### src/common/meter_defs.svh
`ifndef METER_DEFS_SVH
`define METER_DEFS_SVH
// Notes on behaviour
// - Scale and two frequency selects pick one of five distinct base frequencies.
// - Energy pulses alternate between the two low-frequency outputs, active high.
// - Low-frequency pulse high time is 120 ms when the period allows.
// - Second output rises about half a period after the first output.
// - Below 550 ms period, low-frequency high time becomes half the period.
// - Calibration output gives 90 ms high pulses at rate proportional to power.
// - Below 190 ms calibration period, high time becomes half the period.
// - No pulse on any output while load is below the minimum frequency.
// - No-load threshold is checked on the summed power of all phases.
// - Minimum frequency is 0.0075 percent of full-scale output frequency.
// - Minimum pulse frequency follows the select code.
// - Reverse flag high for negative summed power, low for positive.
// - Reverse flag changes only when a calibration pulse is issued.
// - Reverse flag stays high until summed power is measured positive again.
// - Calibration rate is a code-dependent multiple of the low-frequency rate.
// - Both outputs derive from filtered power; calibration averages over less time.

// ------------------------------------------------------------
// Timing
// ------------------------------------------------------------
`define CLK_CYC_PER_MS     100000
`define LF_WIDTH_MS        120
`define LF_FALLBACK_MS     550
`define CF_WIDTH_MS        90
`define CF_FALLBACK_MS     190

// ------------------------------------------------------------
// No-load threshold, parts per million of full scale
// ------------------------------------------------------------
`define CREEP_PPM          75
`define PPM_DIV            1000000

// ------------------------------------------------------------
// Base frequency per code, hundredths of a hertz
// ------------------------------------------------------------
`define BASE_CHZ_0         10'd230
`define BASE_CHZ_1         10'd461
`define BASE_CHZ_2         10'd115
`define BASE_CHZ_3         10'd461
`define BASE_CHZ_4         10'd522
`define BASE_CHZ_5         10'd115
`define BASE_CHZ_6         10'd58
`define BASE_CHZ_7         10'd58

// ------------------------------------------------------------
// Calibration to low-frequency pulse ratio per code
// ------------------------------------------------------------
`define CF_RATIO_0         8'd16
`define CF_RATIO_1         8'd8
`define CF_RATIO_2         8'd32
`define CF_RATIO_3         8'd16
`define CF_RATIO_4         8'd160
`define CF_RATIO_5         8'd16
`define CF_RATIO_6         8'd32
`define CF_RATIO_7         8'd16
`endif

### src/common/meter_pkg.sv
package meter_pkg;
  typedef logic [2:0] sel_code_t;
  typedef logic [9:0] base_chz_t;
  typedef logic [7:0] cf_ratio_t;
  typedef enum logic {SHAPE_IDLE, SHAPE_HIGH} shape_state_t;
endpackage

### src/common/pulse_if.sv
`timescale 1ns/1ps
interface pulse_if;
  logic fire;
  logic level;
  modport source (output fire, input level);
  modport shaper (input fire, output level);
endinterface

### src/verilog/energy_pulse_output.sv
`timescale 1ns/1ps
`include "meter_defs.svh"
module energy_pulse_output
  import meter_pkg::*;
#(
  parameter int              PWR_W          = 24,
  parameter int              ACC_W          = 48,
  parameter int              CNT_W          = 28,
  parameter logic [47:0]     CF_QUANTUM     = 48'h0000_4000_0000,
  parameter int              LF_WIDTH_CYC   = `LF_WIDTH_MS * `CLK_CYC_PER_MS,
  parameter int              LF_LIMIT_CYC   = `LF_FALLBACK_MS * `CLK_CYC_PER_MS,
  parameter int              CF_WIDTH_CYC   = `CF_WIDTH_MS * `CLK_CYC_PER_MS,
  parameter int              CF_LIMIT_CYC   = `CF_FALLBACK_MS * `CLK_CYC_PER_MS
) (
  input  logic                    clk,
  input  logic                    resetn,
  input  logic signed [PWR_W-1:0] power_sample,
  input  logic                    power_valid,
  input  logic                    calib_scale_select,
  input  logic                    freq_select_hi,
  input  logic                    freq_select_lo,
  output logic                    energy_pulse_a,
  output logic                    energy_pulse_b,
  output logic                    calibration_pulse,
  output logic                    reverse_power_flag
);
  import meter_pkg::*;

  initial begin
    if (PWR_W < 8 || PWR_W > 32 || ACC_W < PWR_W + 20 || ACC_W > 48)
      $error("energy_pulse_output: unsupported widths");
  end

  // ------------------------------------------------------------
  // Select pins
  // ------------------------------------------------------------
  sel_code_t sel_code;

  pin_sync #(
    .WIDTH (3)
  ) u_sel_sync (
    .clk    (clk),
    .resetn (resetn),
    .pin    ({calib_scale_select, freq_select_hi, freq_select_lo}),
    .level  (sel_code)
  );

  function automatic base_chz_t base_chz(input sel_code_t code);
    case (code)
      3'h0:    base_chz = `BASE_CHZ_0;
      3'h1:    base_chz = `BASE_CHZ_1;
      3'h2:    base_chz = `BASE_CHZ_2;
      3'h3:    base_chz = `BASE_CHZ_3;
      3'h4:    base_chz = `BASE_CHZ_4;
      3'h5:    base_chz = `BASE_CHZ_5;
      3'h6:    base_chz = `BASE_CHZ_6;
      default: base_chz = `BASE_CHZ_7;
    endcase
  endfunction

  function automatic cf_ratio_t cf_ratio(input sel_code_t code);
    case (code)
      3'h0:    cf_ratio = `CF_RATIO_0;
      3'h1:    cf_ratio = `CF_RATIO_1;
      3'h2:    cf_ratio = `CF_RATIO_2;
      3'h3:    cf_ratio = `CF_RATIO_3;
      3'h4:    cf_ratio = `CF_RATIO_4;
      3'h5:    cf_ratio = `CF_RATIO_5;
      3'h6:    cf_ratio = `CF_RATIO_6;
      default: cf_ratio = `CF_RATIO_7;
    endcase
  endfunction

  wire base_chz_t sel_base  = base_chz(sel_code);
  wire cf_ratio_t sel_ratio = cf_ratio(sel_code);

  // ------------------------------------------------------------
  // Magnitude, sign and no-load check
  // ------------------------------------------------------------
  localparam logic [PWR_W:0] FULL_SCALE = {2'b00, {(PWR_W-1){1'b1}}};
  localparam logic [PWR_W:0] CREEP_THR  =
    (PWR_W+1)'((64'(FULL_SCALE) * `CREEP_PPM) / `PPM_DIV);

  // Input is already the phase sum, so one threshold covers every phase
  wire                 sample_neg = power_sample[PWR_W-1];
  wire [PWR_W:0]       sample_ext = {power_sample[PWR_W-1], power_sample};
  wire [PWR_W:0]       magnitude  = sample_neg ? (PWR_W+1)'(-sample_ext) : sample_ext;
  wire                 above_thr  = magnitude >= CREEP_THR;
  wire                 accept     = power_valid && above_thr;

  // ------------------------------------------------------------
  // Energy accumulator feeding the calibration rate
  // ------------------------------------------------------------
  localparam logic [ACC_W-1:0] QUANTUM = ACC_W'(CF_QUANTUM);

  logic [ACC_W-1:0] acc_q;
  logic [ACC_W-1:0] acc_d;

  // Rate scales with base frequency and the calibration multiple;
  // a single sample larger than the quantum only fires once per cycle
  wire [ACC_W-1:0] increment = ACC_W'(magnitude) * ACC_W'(sel_base) * ACC_W'(sel_ratio);
  wire [ACC_W-1:0] acc_sum   = acc_q + (accept ? increment : '0);
  wire             cf_fire   = acc_sum >= QUANTUM;
  assign acc_d = cf_fire ? acc_sum - QUANTUM : acc_sum;

  // ------------------------------------------------------------
  // Low-frequency divider and alternation
  // ------------------------------------------------------------
  logic [7:0] div_q;
  logic [7:0] div_d;
  logic       use_b_q;

  // Code change mid-count just shortens or stretches one interval
  wire div_wrap = div_q >= sel_ratio - 8'd1;
  wire lf_fire  = cf_fire && div_wrap;
  assign div_d  = cf_fire ? (div_wrap ? 8'd0 : div_q + 8'd1) : div_q;

  // ------------------------------------------------------------
  // Reverse power
  // ------------------------------------------------------------
  logic neg_q;
  logic rev_q;

  wire neg_d = accept ? sample_neg : neg_q;
  wire rev_d = cf_fire ? neg_d : rev_q;

  always_ff @(posedge clk or negedge resetn) begin
    if (!resetn) begin
      acc_q   <= '0;
      div_q   <= 8'd0;
      use_b_q <= 1'b0;
      neg_q   <= 1'b0;
      rev_q   <= 1'b0;
    end else begin
      acc_q   <= acc_d;
      div_q   <= div_d;
      use_b_q <= lf_fire ? ~use_b_q : use_b_q;
      neg_q   <= neg_d;
      rev_q   <= rev_d;
    end
  end

  // ------------------------------------------------------------
  // Pulse shaping
  // ------------------------------------------------------------
  pulse_if pa_if ();
  pulse_if pb_if ();
  pulse_if cf_if ();

  assign pa_if.fire = lf_fire && !use_b_q;
  assign pb_if.fire = lf_fire &&  use_b_q;
  assign cf_if.fire = cf_fire;

  pulse_shaper #(
    .WIDTH_CYC (LF_WIDTH_CYC),
    .LIMIT_CYC (LF_LIMIT_CYC),
    .CNT_W     (CNT_W)
  ) u_shape_a (
    .clk    (clk),
    .resetn (resetn),
    .pio    (pa_if)
  );

  pulse_shaper #(
    .WIDTH_CYC (LF_WIDTH_CYC),
    .LIMIT_CYC (LF_LIMIT_CYC),
    .CNT_W     (CNT_W)
  ) u_shape_b (
    .clk    (clk),
    .resetn (resetn),
    .pio    (pb_if)
  );

  pulse_shaper #(
    .WIDTH_CYC (CF_WIDTH_CYC),
    .LIMIT_CYC (CF_LIMIT_CYC),
    .CNT_W     (CNT_W)
  ) u_shape_cf (
    .clk    (clk),
    .resetn (resetn),
    .pio    (cf_if)
  );

  assign energy_pulse_a     = pa_if.level;
  assign energy_pulse_b     = pb_if.level;
  assign calibration_pulse  = cf_if.level;
  assign reverse_power_flag = rev_q;
endmodule

### src/verilog/pin_sync.sv
`timescale 1ns/1ps
module pin_sync #(
  parameter int WIDTH = 1
) (
  input  logic             clk,
  input  logic             resetn,
  input  logic [WIDTH-1:0] pin,
  output logic [WIDTH-1:0] level
);
  initial begin
    if (WIDTH < 1) $error("pin_sync: WIDTH must be at least 1");
  end

  genvar i;
  generate
    for (i = 0; i < WIDTH; i = i + 1) begin : g_bit
      logic meta_q;
      logic stable_q;
      always_ff @(posedge clk or negedge resetn) begin
        if (!resetn) begin
          meta_q   <= 1'b0;
          stable_q <= 1'b0;
        end else begin
          meta_q   <= pin[i];
          stable_q <= meta_q;
        end
      end
      assign level[i] = stable_q;
    end
  endgenerate
endmodule

### src/verilog/pulse_shaper.sv
`timescale 1ns/1ps
module pulse_shaper
  import meter_pkg::*;
#(
  parameter int WIDTH_CYC = 1000,
  parameter int LIMIT_CYC = 2000,
  parameter int CNT_W     = 28
) (
  input  logic     clk,
  input  logic     resetn,
  pulse_if.shaper  pio
);
  initial begin
    if (WIDTH_CYC < 1 || LIMIT_CYC < 2 || LIMIT_CYC >= (2 ** (CNT_W - 1)) || WIDTH_CYC >= (2 ** (CNT_W - 1)))
      $error("pulse_shaper: counts do not fit");
  end

  localparam logic [CNT_W-1:0] SAT   = '1;
  localparam logic [CNT_W-1:0] WIDTH = CNT_W'(WIDTH_CYC);
  localparam logic [CNT_W-1:0] LIMIT = CNT_W'(LIMIT_CYC);

  shape_state_t     state_q, state_d;
  logic [CNT_W-1:0] since_q, since_d;
  logic [CNT_W-1:0] remain_q, remain_d;
  logic             level_q;

  // Period measured between fires; saturates so idle stretches read as long
  wire [CNT_W-1:0] period    = (since_q == SAT) ? SAT : since_q + 1'b1;
  wire [CNT_W-1:0] half      = (period >> 1) == '0 ? CNT_W'(1) : (period >> 1);
  wire             short_per = period < LIMIT;
  wire [CNT_W-1:0] width_sel = short_per ? half : WIDTH;

  assign since_d = pio.fire ? '0 : ((since_q == SAT) ? SAT : since_q + 1'b1);

  always_comb begin
    state_d  = state_q;
    remain_d = remain_q;
    case (state_q)
      SHAPE_IDLE: begin
        if (pio.fire) begin
          state_d  = SHAPE_HIGH;
          remain_d = width_sel - 1'b1;
        end
      end
      SHAPE_HIGH: begin
        if (pio.fire) begin
          remain_d = width_sel - 1'b1;
        end else if (remain_q == '0) begin
          state_d = SHAPE_IDLE;
        end else begin
          remain_d = remain_q - 1'b1;
        end
      end
      default: begin
        state_d  = SHAPE_IDLE;
        remain_d = '0;
      end
    endcase
  end

  always_ff @(posedge clk or negedge resetn) begin
    if (!resetn) begin
      state_q  <= SHAPE_IDLE;
      since_q  <= '1;
      remain_q <= '0;
      level_q  <= 1'b0;
    end else begin
      state_q  <= state_d;
      since_q  <= since_d;
      remain_q <= remain_d;
      level_q  <= (state_d == SHAPE_HIGH);
    end
  end

  assign pio.level = level_q;
endmodule
### config.mk
export PLATFORM = sky130hd
export DESIGN_NAME = energy_pulse_output
export DESIGN_NICKNAME = d
export VERILOG_FILES = /design/src/common/meter_pkg.sv /design/src/common/pulse_if.sv /design/src/verilog/energy_pulse_output.sv /design/src/verilog/pin_sync.sv /design/src/verilog/pulse_shaper.sv
export VERILOG_INCLUDE_DIRS = /design/src /design/src/common
export SDC_FILE = /design/constraint.sdc
export NUM_CORES = 1
export LEC_CHECK = 0
export BUFFER_PORTS_ARGS = -buffer_cell sky130_fd_sc_hd__buf_4
export CORE_MARGIN = 2
export CORE_UTILIZATION = 30
export DETAILED_ROUTE_END_ITERATION = 16
export MAX_ROUTING_LAYER = met4
export PLACE_DENSITY = 0.42
export SLEW_MARGIN = 20
export SYNTH_ARGS = -nofsm -noshare
export SYNTH_HDL_FRONTEND = slang
export SYNTH_SLANG_ARGS = --single-unit
### constraint.sdc
create_clock -name clk -period 17.2 [get_ports clk]
set_input_delay 1.72 -clock clk [delete_from_list [all_inputs] [get_ports clk]]
set_output_delay 1.72 -clock clk [all_outputs]
set_load 0.005 [all_outputs]
* Word-level counts from Yosys, hierarchy flattened
Cells that the tools add are included.
Cells by class: bitwise gates (word level) 4, add/subtract/negate cells 14, eq/ne operators 15, multiply operators 2, order comparisons 6, reduce and logical (&&, ||, !) cells 18, mux-type cells 43
Operators by type and width (number):
- $mux 28 | 18
- $logic_not 28->1 | 6
- $pmux 28 s2 | 3
- $sub 28x1->28 const B | 6
- $add 28x1->28 const B | 3
- $eq 28x28->1 const B | 3
- $mux 27 | 3
- $lt 28x26->1 const B | 2
- $add 48x43->48 | 1
- $ge 48x31->1 const B | 1
- $mux 48 | 1
- $sub 48x31->48 const B | 1
- $mul 35x8->43 | 1
- $mux 43 | 1
- $pmux 10 s4 | 1
- $mul 25x10->35 | 1
- $lt 28x25->1 const B | 1
- $ge 25x10->1 const B | 1
- $mux 25 | 1
- $neg 25->25 | 1
- $pmux 8 s3 | 1
- $mux 1 | 10
- $eq 3x3->1 const B | 3
- $add 8x1->8 const B | 1
- 16 further kinds | 31
Storage, ports and cells: input bits 30, logic and storage cells 122, output and inout port bits 4, flip-flop bits (word level) 236

* Depth between registers and ports, before layout
depth in word-level cells 12, gate-level depth with buffers 65, gate-level depth less buffers 62

* Hierarchy
From an unflattened synthesis, not the netlist that was laid out.
Unflattened totals: cells, all modules 3929, area, all modules 32265.9 µm²
Modules (own cells, without submodules):
- energy_pulse_output | area an instance 18915.6 µm², times used 1, cells each 2287
- pulse_shaper at u_shape_cf | area an instance 4519.3 µm², times used 1, cells each 568
- pulse_shaper at u_shape_b | area an instance 4396.7 µm², times used 1, cells each 545
- pulse_shaper at u_shape_a | area an instance 4261.6 µm², times used 1, cells each 520
- pin_sync | area an instance 172.7 µm², times used 1, cells each 9

* Worst setup path after synthesis
No wires, ideal clock.
kind input-to-reg, start point input port power_sample[8], end point register acc_q[31], setup time 79 ps, path buffers 3, path slack 2322 ps, arrival 14798 ps, stages 55, cell sequence or4_1 nor2_1 nand3_1 or4_1 or4_1 or4_4 o31ai_2 xnor2_1 nand2_1 fa_1 inv_1 fa_1 inv_1 fa_1 fa_1 inv_1 fa_1 ha_1 [... 19 more ...] nand3_1 a21oi_1 xor2_1 nor2_1 ha_1 a21o_1 a21o_1 a21oi_1 nand3_1 o31ai_1 xnor2_1 or4_1 nor4bb_1 buf_2 and2_1 buf_2 buf_2 mux2i_1
Between the ends: longest elaborated chain between the ends 8
Ends and longest elaborated chain:
- from (decl) | line energy_pulse_output.sv:17 | input logic signed [PWR_W-1:0] power_sample,
- $neg 25->25 | line energy_pulse_output.sv:87 | wire [PWR_W:0] magnitude = sample_neg ? (PWR_W+1)'(-sample_ext) : sample_ext;
- $mux 25 (*) | line energy_pulse_output.sv:87
- $mul 25x10->35 / $ge 25x10->1 (equally long branches) | line energy_pulse_output.sv:101, energy_pulse_output.sv:88
- $mul 35x8->43 / $logic_and 1x1->1 (equally long branches) | line energy_pulse_output.sv:101, energy_pulse_output.sv:89
- $mux 43 (*) | line energy_pulse_output.sv:102 | wire [ACC_W-1:0] acc_sum = acc_q + (accept ? increment : '0);
- $add 48x43->48 (*) | line energy_pulse_output.sv:102
- $sub 48x31->48 / $ge 48x31->1 (equally long branches) | line energy_pulse_output.sv:104, energy_pulse_output.sv:103
- $mux 48 (*) | line energy_pulse_output.sv:104 | assign acc_d = cf_fire ? acc_sum - QUANTUM : acc_sum;
- named net acc_d[31] | line energy_pulse_output.sv:97 | logic [ACC_W-1:0] acc_d;
- to (signal assigned) | line energy_pulse_output.sv:129 | acc_q <= '0;
- to (signal assigned) | line energy_pulse_output.sv:135 | acc_q <= acc_d;
- to (decl) | line energy_pulse_output.sv:96 | logic [ACC_W-1:0] acc_q;
The timed path passes the listed nets; every way through them passes the cells marked *. A chain may end at the register's enable or synchronous reset.

* Final worst setup path
start point input port power_sample[8], end point register u_shape_a.since_q[27]
Between the ends: longest elaborated chain between the ends 10
Ends and longest elaborated chain:
- $neg 25->25 | line energy_pulse_output.sv:87
- $mux 25 (*) | line energy_pulse_output.sv:87
- $mul 25x10->35 / $ge 25x10->1 (equally long branches) | line energy_pulse_output.sv:101, energy_pulse_output.sv:88
- $mul 35x8->43 / $logic_and 1x1->1 (equally long branches) | line energy_pulse_output.sv:101, energy_pulse_output.sv:89
- $mux 43 (*) | line energy_pulse_output.sv:102
- $add 48x43->48 (*) | line energy_pulse_output.sv:102
- $ge 48x31->1 (*) | line energy_pulse_output.sv:103 | wire cf_fire = acc_sum >= QUANTUM;
- $logic_and 1x1->1 (*) | line energy_pulse_output.sv:115 | wire lf_fire = cf_fire && div_wrap;
- $logic_and 1x1->1 (*) | line energy_pulse_output.sv:150 | assign pa_if.fire = lf_fire && !use_b_q;
- $mux 28 (*) | line pulse_shaper.sv:33 | assign since_d = pio.fire ? '0 : ((since_q == SAT) ? SAT : since_q + 1'b1);
- named net u_shape_a.since_d[27] | line pulse_shaper.sv:23 | logic [CNT_W-1:0] since_q, since_d;
- to (signal assigned) | line pulse_shaper.sv:69 | since_q <= since_d;
- to (decl) | line pulse_shaper.sv:23
Marks and branches as above.

==> summary.txt <==
Run status
  – Outcome: finished clean

Synthesis
  – Post-synth EDFFs: 0
  – Top cells by count, synth: nor2_1, nand2_1, inv_1
  – YS warnings: 0
  – Most numerous cell in the Yosys netlist: nor2_1
  – Synth Area per Inst: 8.27 µm²
  – Post-synth top area cell: fa_1
  – Synth Instances: 3646
  – Yosys reg bits: 233
  – Mapped Area: 30200 µm²
  – Synth area leaders: fa_1, dfrtp_1, ha_1, dfstp_2, nor2_1
  – Ys flop type: dfrtp_1
  – Synth async-reset ratio: 1.00
  – Count of different cell masters after synthesis: 89
  – Sequential-to-total area share from yosys stat: 0.197
  – Top-area cell type share of the netlist area: 0.165

Clock tree
  – CTS max path bufs: 3
  – CTS Sinks: 233
  – Worst-Skew Late Latency: 0.60 ns
  – Clock transition at path regs: 0.08 ns
  – CTS tree: built
  – Root Driver: clkbuf_16
  – H-tree Lvls: 2
  – CTS Buf Count: 36
  – Hold_buf cts: 0

Finish
  – Nets: 4231
  – Non-Filler Instances: 5006
  – Share of layout cells above drive strength 1: 0.0888
  – Utilization after layout: 0.337
  – Layout area overhead: 11.4%

STA
  – Max Transition Viols Final: 0
  – Achievable frequency: 62.4 MHz
  – Setup TNS: 0 ns
  – Setup Skew: 0.0401 ns
  – Fin. Hold Viols: 0
  – Final period utilization: 0.932
  – Worst-Margin Slew: 1.09 ns
  – Slew headroom: 0.268
  – RSZ-0062 raised after global routing: false
  – Setup-failing EPs final: 0
  – Min Clock Period, post-route: 16.04 ns

Placed design
  – HPWL Detailed: 66500 µm
  – I/O Buffers: 33
  – RD Place Congestion: 0.830
  – Placed Cells: 4939

Worst setup path
  – Critical Path AT: 16.54 ns
  – Most used cell, CP: fa_1
  – Critical Path RT: 17.70 ns
  – CP max stage cell: fa_1
  – R2R Path End: u_shape_b.remain_q[15]
  – Max incr delay on CP: 0.55 ns
  – Critical Path Start Type: input pin
  – Critical path class: input pin to flip-flop
  – R2R cell count: 60
  – Reg-to-reg critical path startpoint: u_sel_sync.g_bit[0].stable_q
  – R2R setup slack: 2.26 ns
  – Worst Path Max Fanout: 27
  – CP Capture Type: flip-flop

Global route
  – Overflow after GRT: 0
  – Initial antenna violation count: 0
  – Vias in the first global route: 26000
  – Pin count of the biggest net entering global routing: 155
  – Total Routing Usage GR: 0.174
  – Global-route wire length before repair: 143000 µm

Route
  – DR vias/cell: 5.07
  – Met2 WL: 40200 µm
  – Wire per inst: 17.0 µm
  – Final wirelength: 85300 µm
  – M1 wire length: 41400 µm
  – Via count: 25400
  – Top Layer Used: met4
  – Met3 Wirelength: 2380 µm
  – DRC Markers: 0
  – Drt first-iter violations: 1427
  – DR pass1 iterations: 5
  – Antenna-violating nets left: 0

Floorplanning
  – Std cell rows: 116
  – Width of the die: 321 µm
  – Initial Util: 0.302
  – DIE AREA: 103000 µm²
  – Area of the core: 99900 µm²
  – Top Ports: 34
  – Die span in y: 321 µm

Worst hold path
  – Hold path depth: 0
  – HP Class: flip-flop to flip-flop
  – Hold Path Sink: u_sel_sync.g_bit[0].stable_q
  – Hold Crit Start: u_sel_sync.g_bit[0].meta_q

Run
  – Max-cap violations: 0
[worst max path at each step]
stage	start	to	slack (ns)	depth (start not counted)
2_1_floorplan	power_sample[8]	acc_q[31]	2.32	55
3_3_place_gp	power_sample[8]	u_shape_a.since_q[27]	0.23	57
3_5_place_dp	power_sample[8]	u_shape_b.since_q[26]	0.27	56
4_1_cts	power_sample[8]	u_shape_a.since_q[27]	0.87	57
5_1_grt	power_sample[8]	u_shape_a.since_q[27]	0.08	57
6_report	power_sample[8]	u_shape_a.since_q[27]	1.16	58
[kinds of logic after synthesis]
family,synth area share
mux,0.00962
simple gates,0.238
compound gates,0.131
flops,0.197
xor+xnor,0.0920
other cells,0.000249
buf+inv,0.0535
fa+ha+maj,0.278
[worst max-delay path: cells and delay by family]
kind | cells | cell delay (ns)
adder cells (fa/ha/maj) | 12 | 5.26
AND/OR/NAND/NOR | 15 | 3.38
buffers and inverters | 11 | 1.08
multiplexers | 2 | 0.36
XOR/XNOR | 3 | 0.92
AO/OA/AOI/OAI | 15 | 3.79
[per-layer routing]
layer  global-route usage  vias up
met2                0.277      273
met5                    -        -
met4               0.0335        0
li1                     -    12600
met3               0.0192       71
met1                0.239    12500
[cells in the final DEF (no fill, tap or decap), types with 84 or more instances in the layout]
master	netlist	routed
xnor2_1	178	178
fa_1	249	249
buf_4	0	107
o21ai_0	138	138
nand2_1	329	328
a21oi_1	186	185
ha_1	273	273
nor2_1	537	535
xor2_1	137	137
nor3_1	92	92
inv_1	282	282
nand3_1	120	120
dfrtp_1	149	149
dfstp_2	84	84
[final cells by class]
type / instances / area (µm²)
Fill cell: 10600 / 66300
Multi-Input combinational cell: 3005 / 22700
Sequential cell: 233 / 5940
Tap cell: 1298 / 1620
Inverter: 284 / 1070
Timing Repair Buffer: 119 / 1040
Clock buffer: 46 / 980
Clock inverter: 20 / 244
Antenna cell: 1 / 2.50
[flip-flops by register name, indices dropped and copies added (netlist names)]
register,count
neg_q,1
u_shape_cf.remain_q,28
u_shape_a.since_q,28
div_q,8
u_sel_sync.g_bit.meta_q,3
reverse_power_flag,1
u_shape_a.remain_q,28
u_shape_b.state_q,1
u_shape_b.since_q,28
u_shape_b.remain_q,28
u_shape_cf.state_q,1
use_b_q,1
u_sel_sync.g_bit.stable_q,3
u_shape_a.state_q,1
u_shape_cf.since_q,28
acc_q,45
[stage by stage]
step	area (µm²)	hold WS (ns)	setup WS [ns]
after CTS	33600	0.351	0.868
after global placement	32400	0.340	0.226
final	33600	0.353	1.16
after global routing	33600	0.354	0.0803
after floorplan	30200	0.331	2.32
after detailed placement	32400	0.338	0.272
[repair_timing]
item	CTS	global route
endpoints found under the setup margin	0	55
setup buffers	0	0
resized for setup	0	2
Power is left out: the tool's default activity adds up to more than one toggle a clock period on the data nets, which glitch-free logic cannot reach.
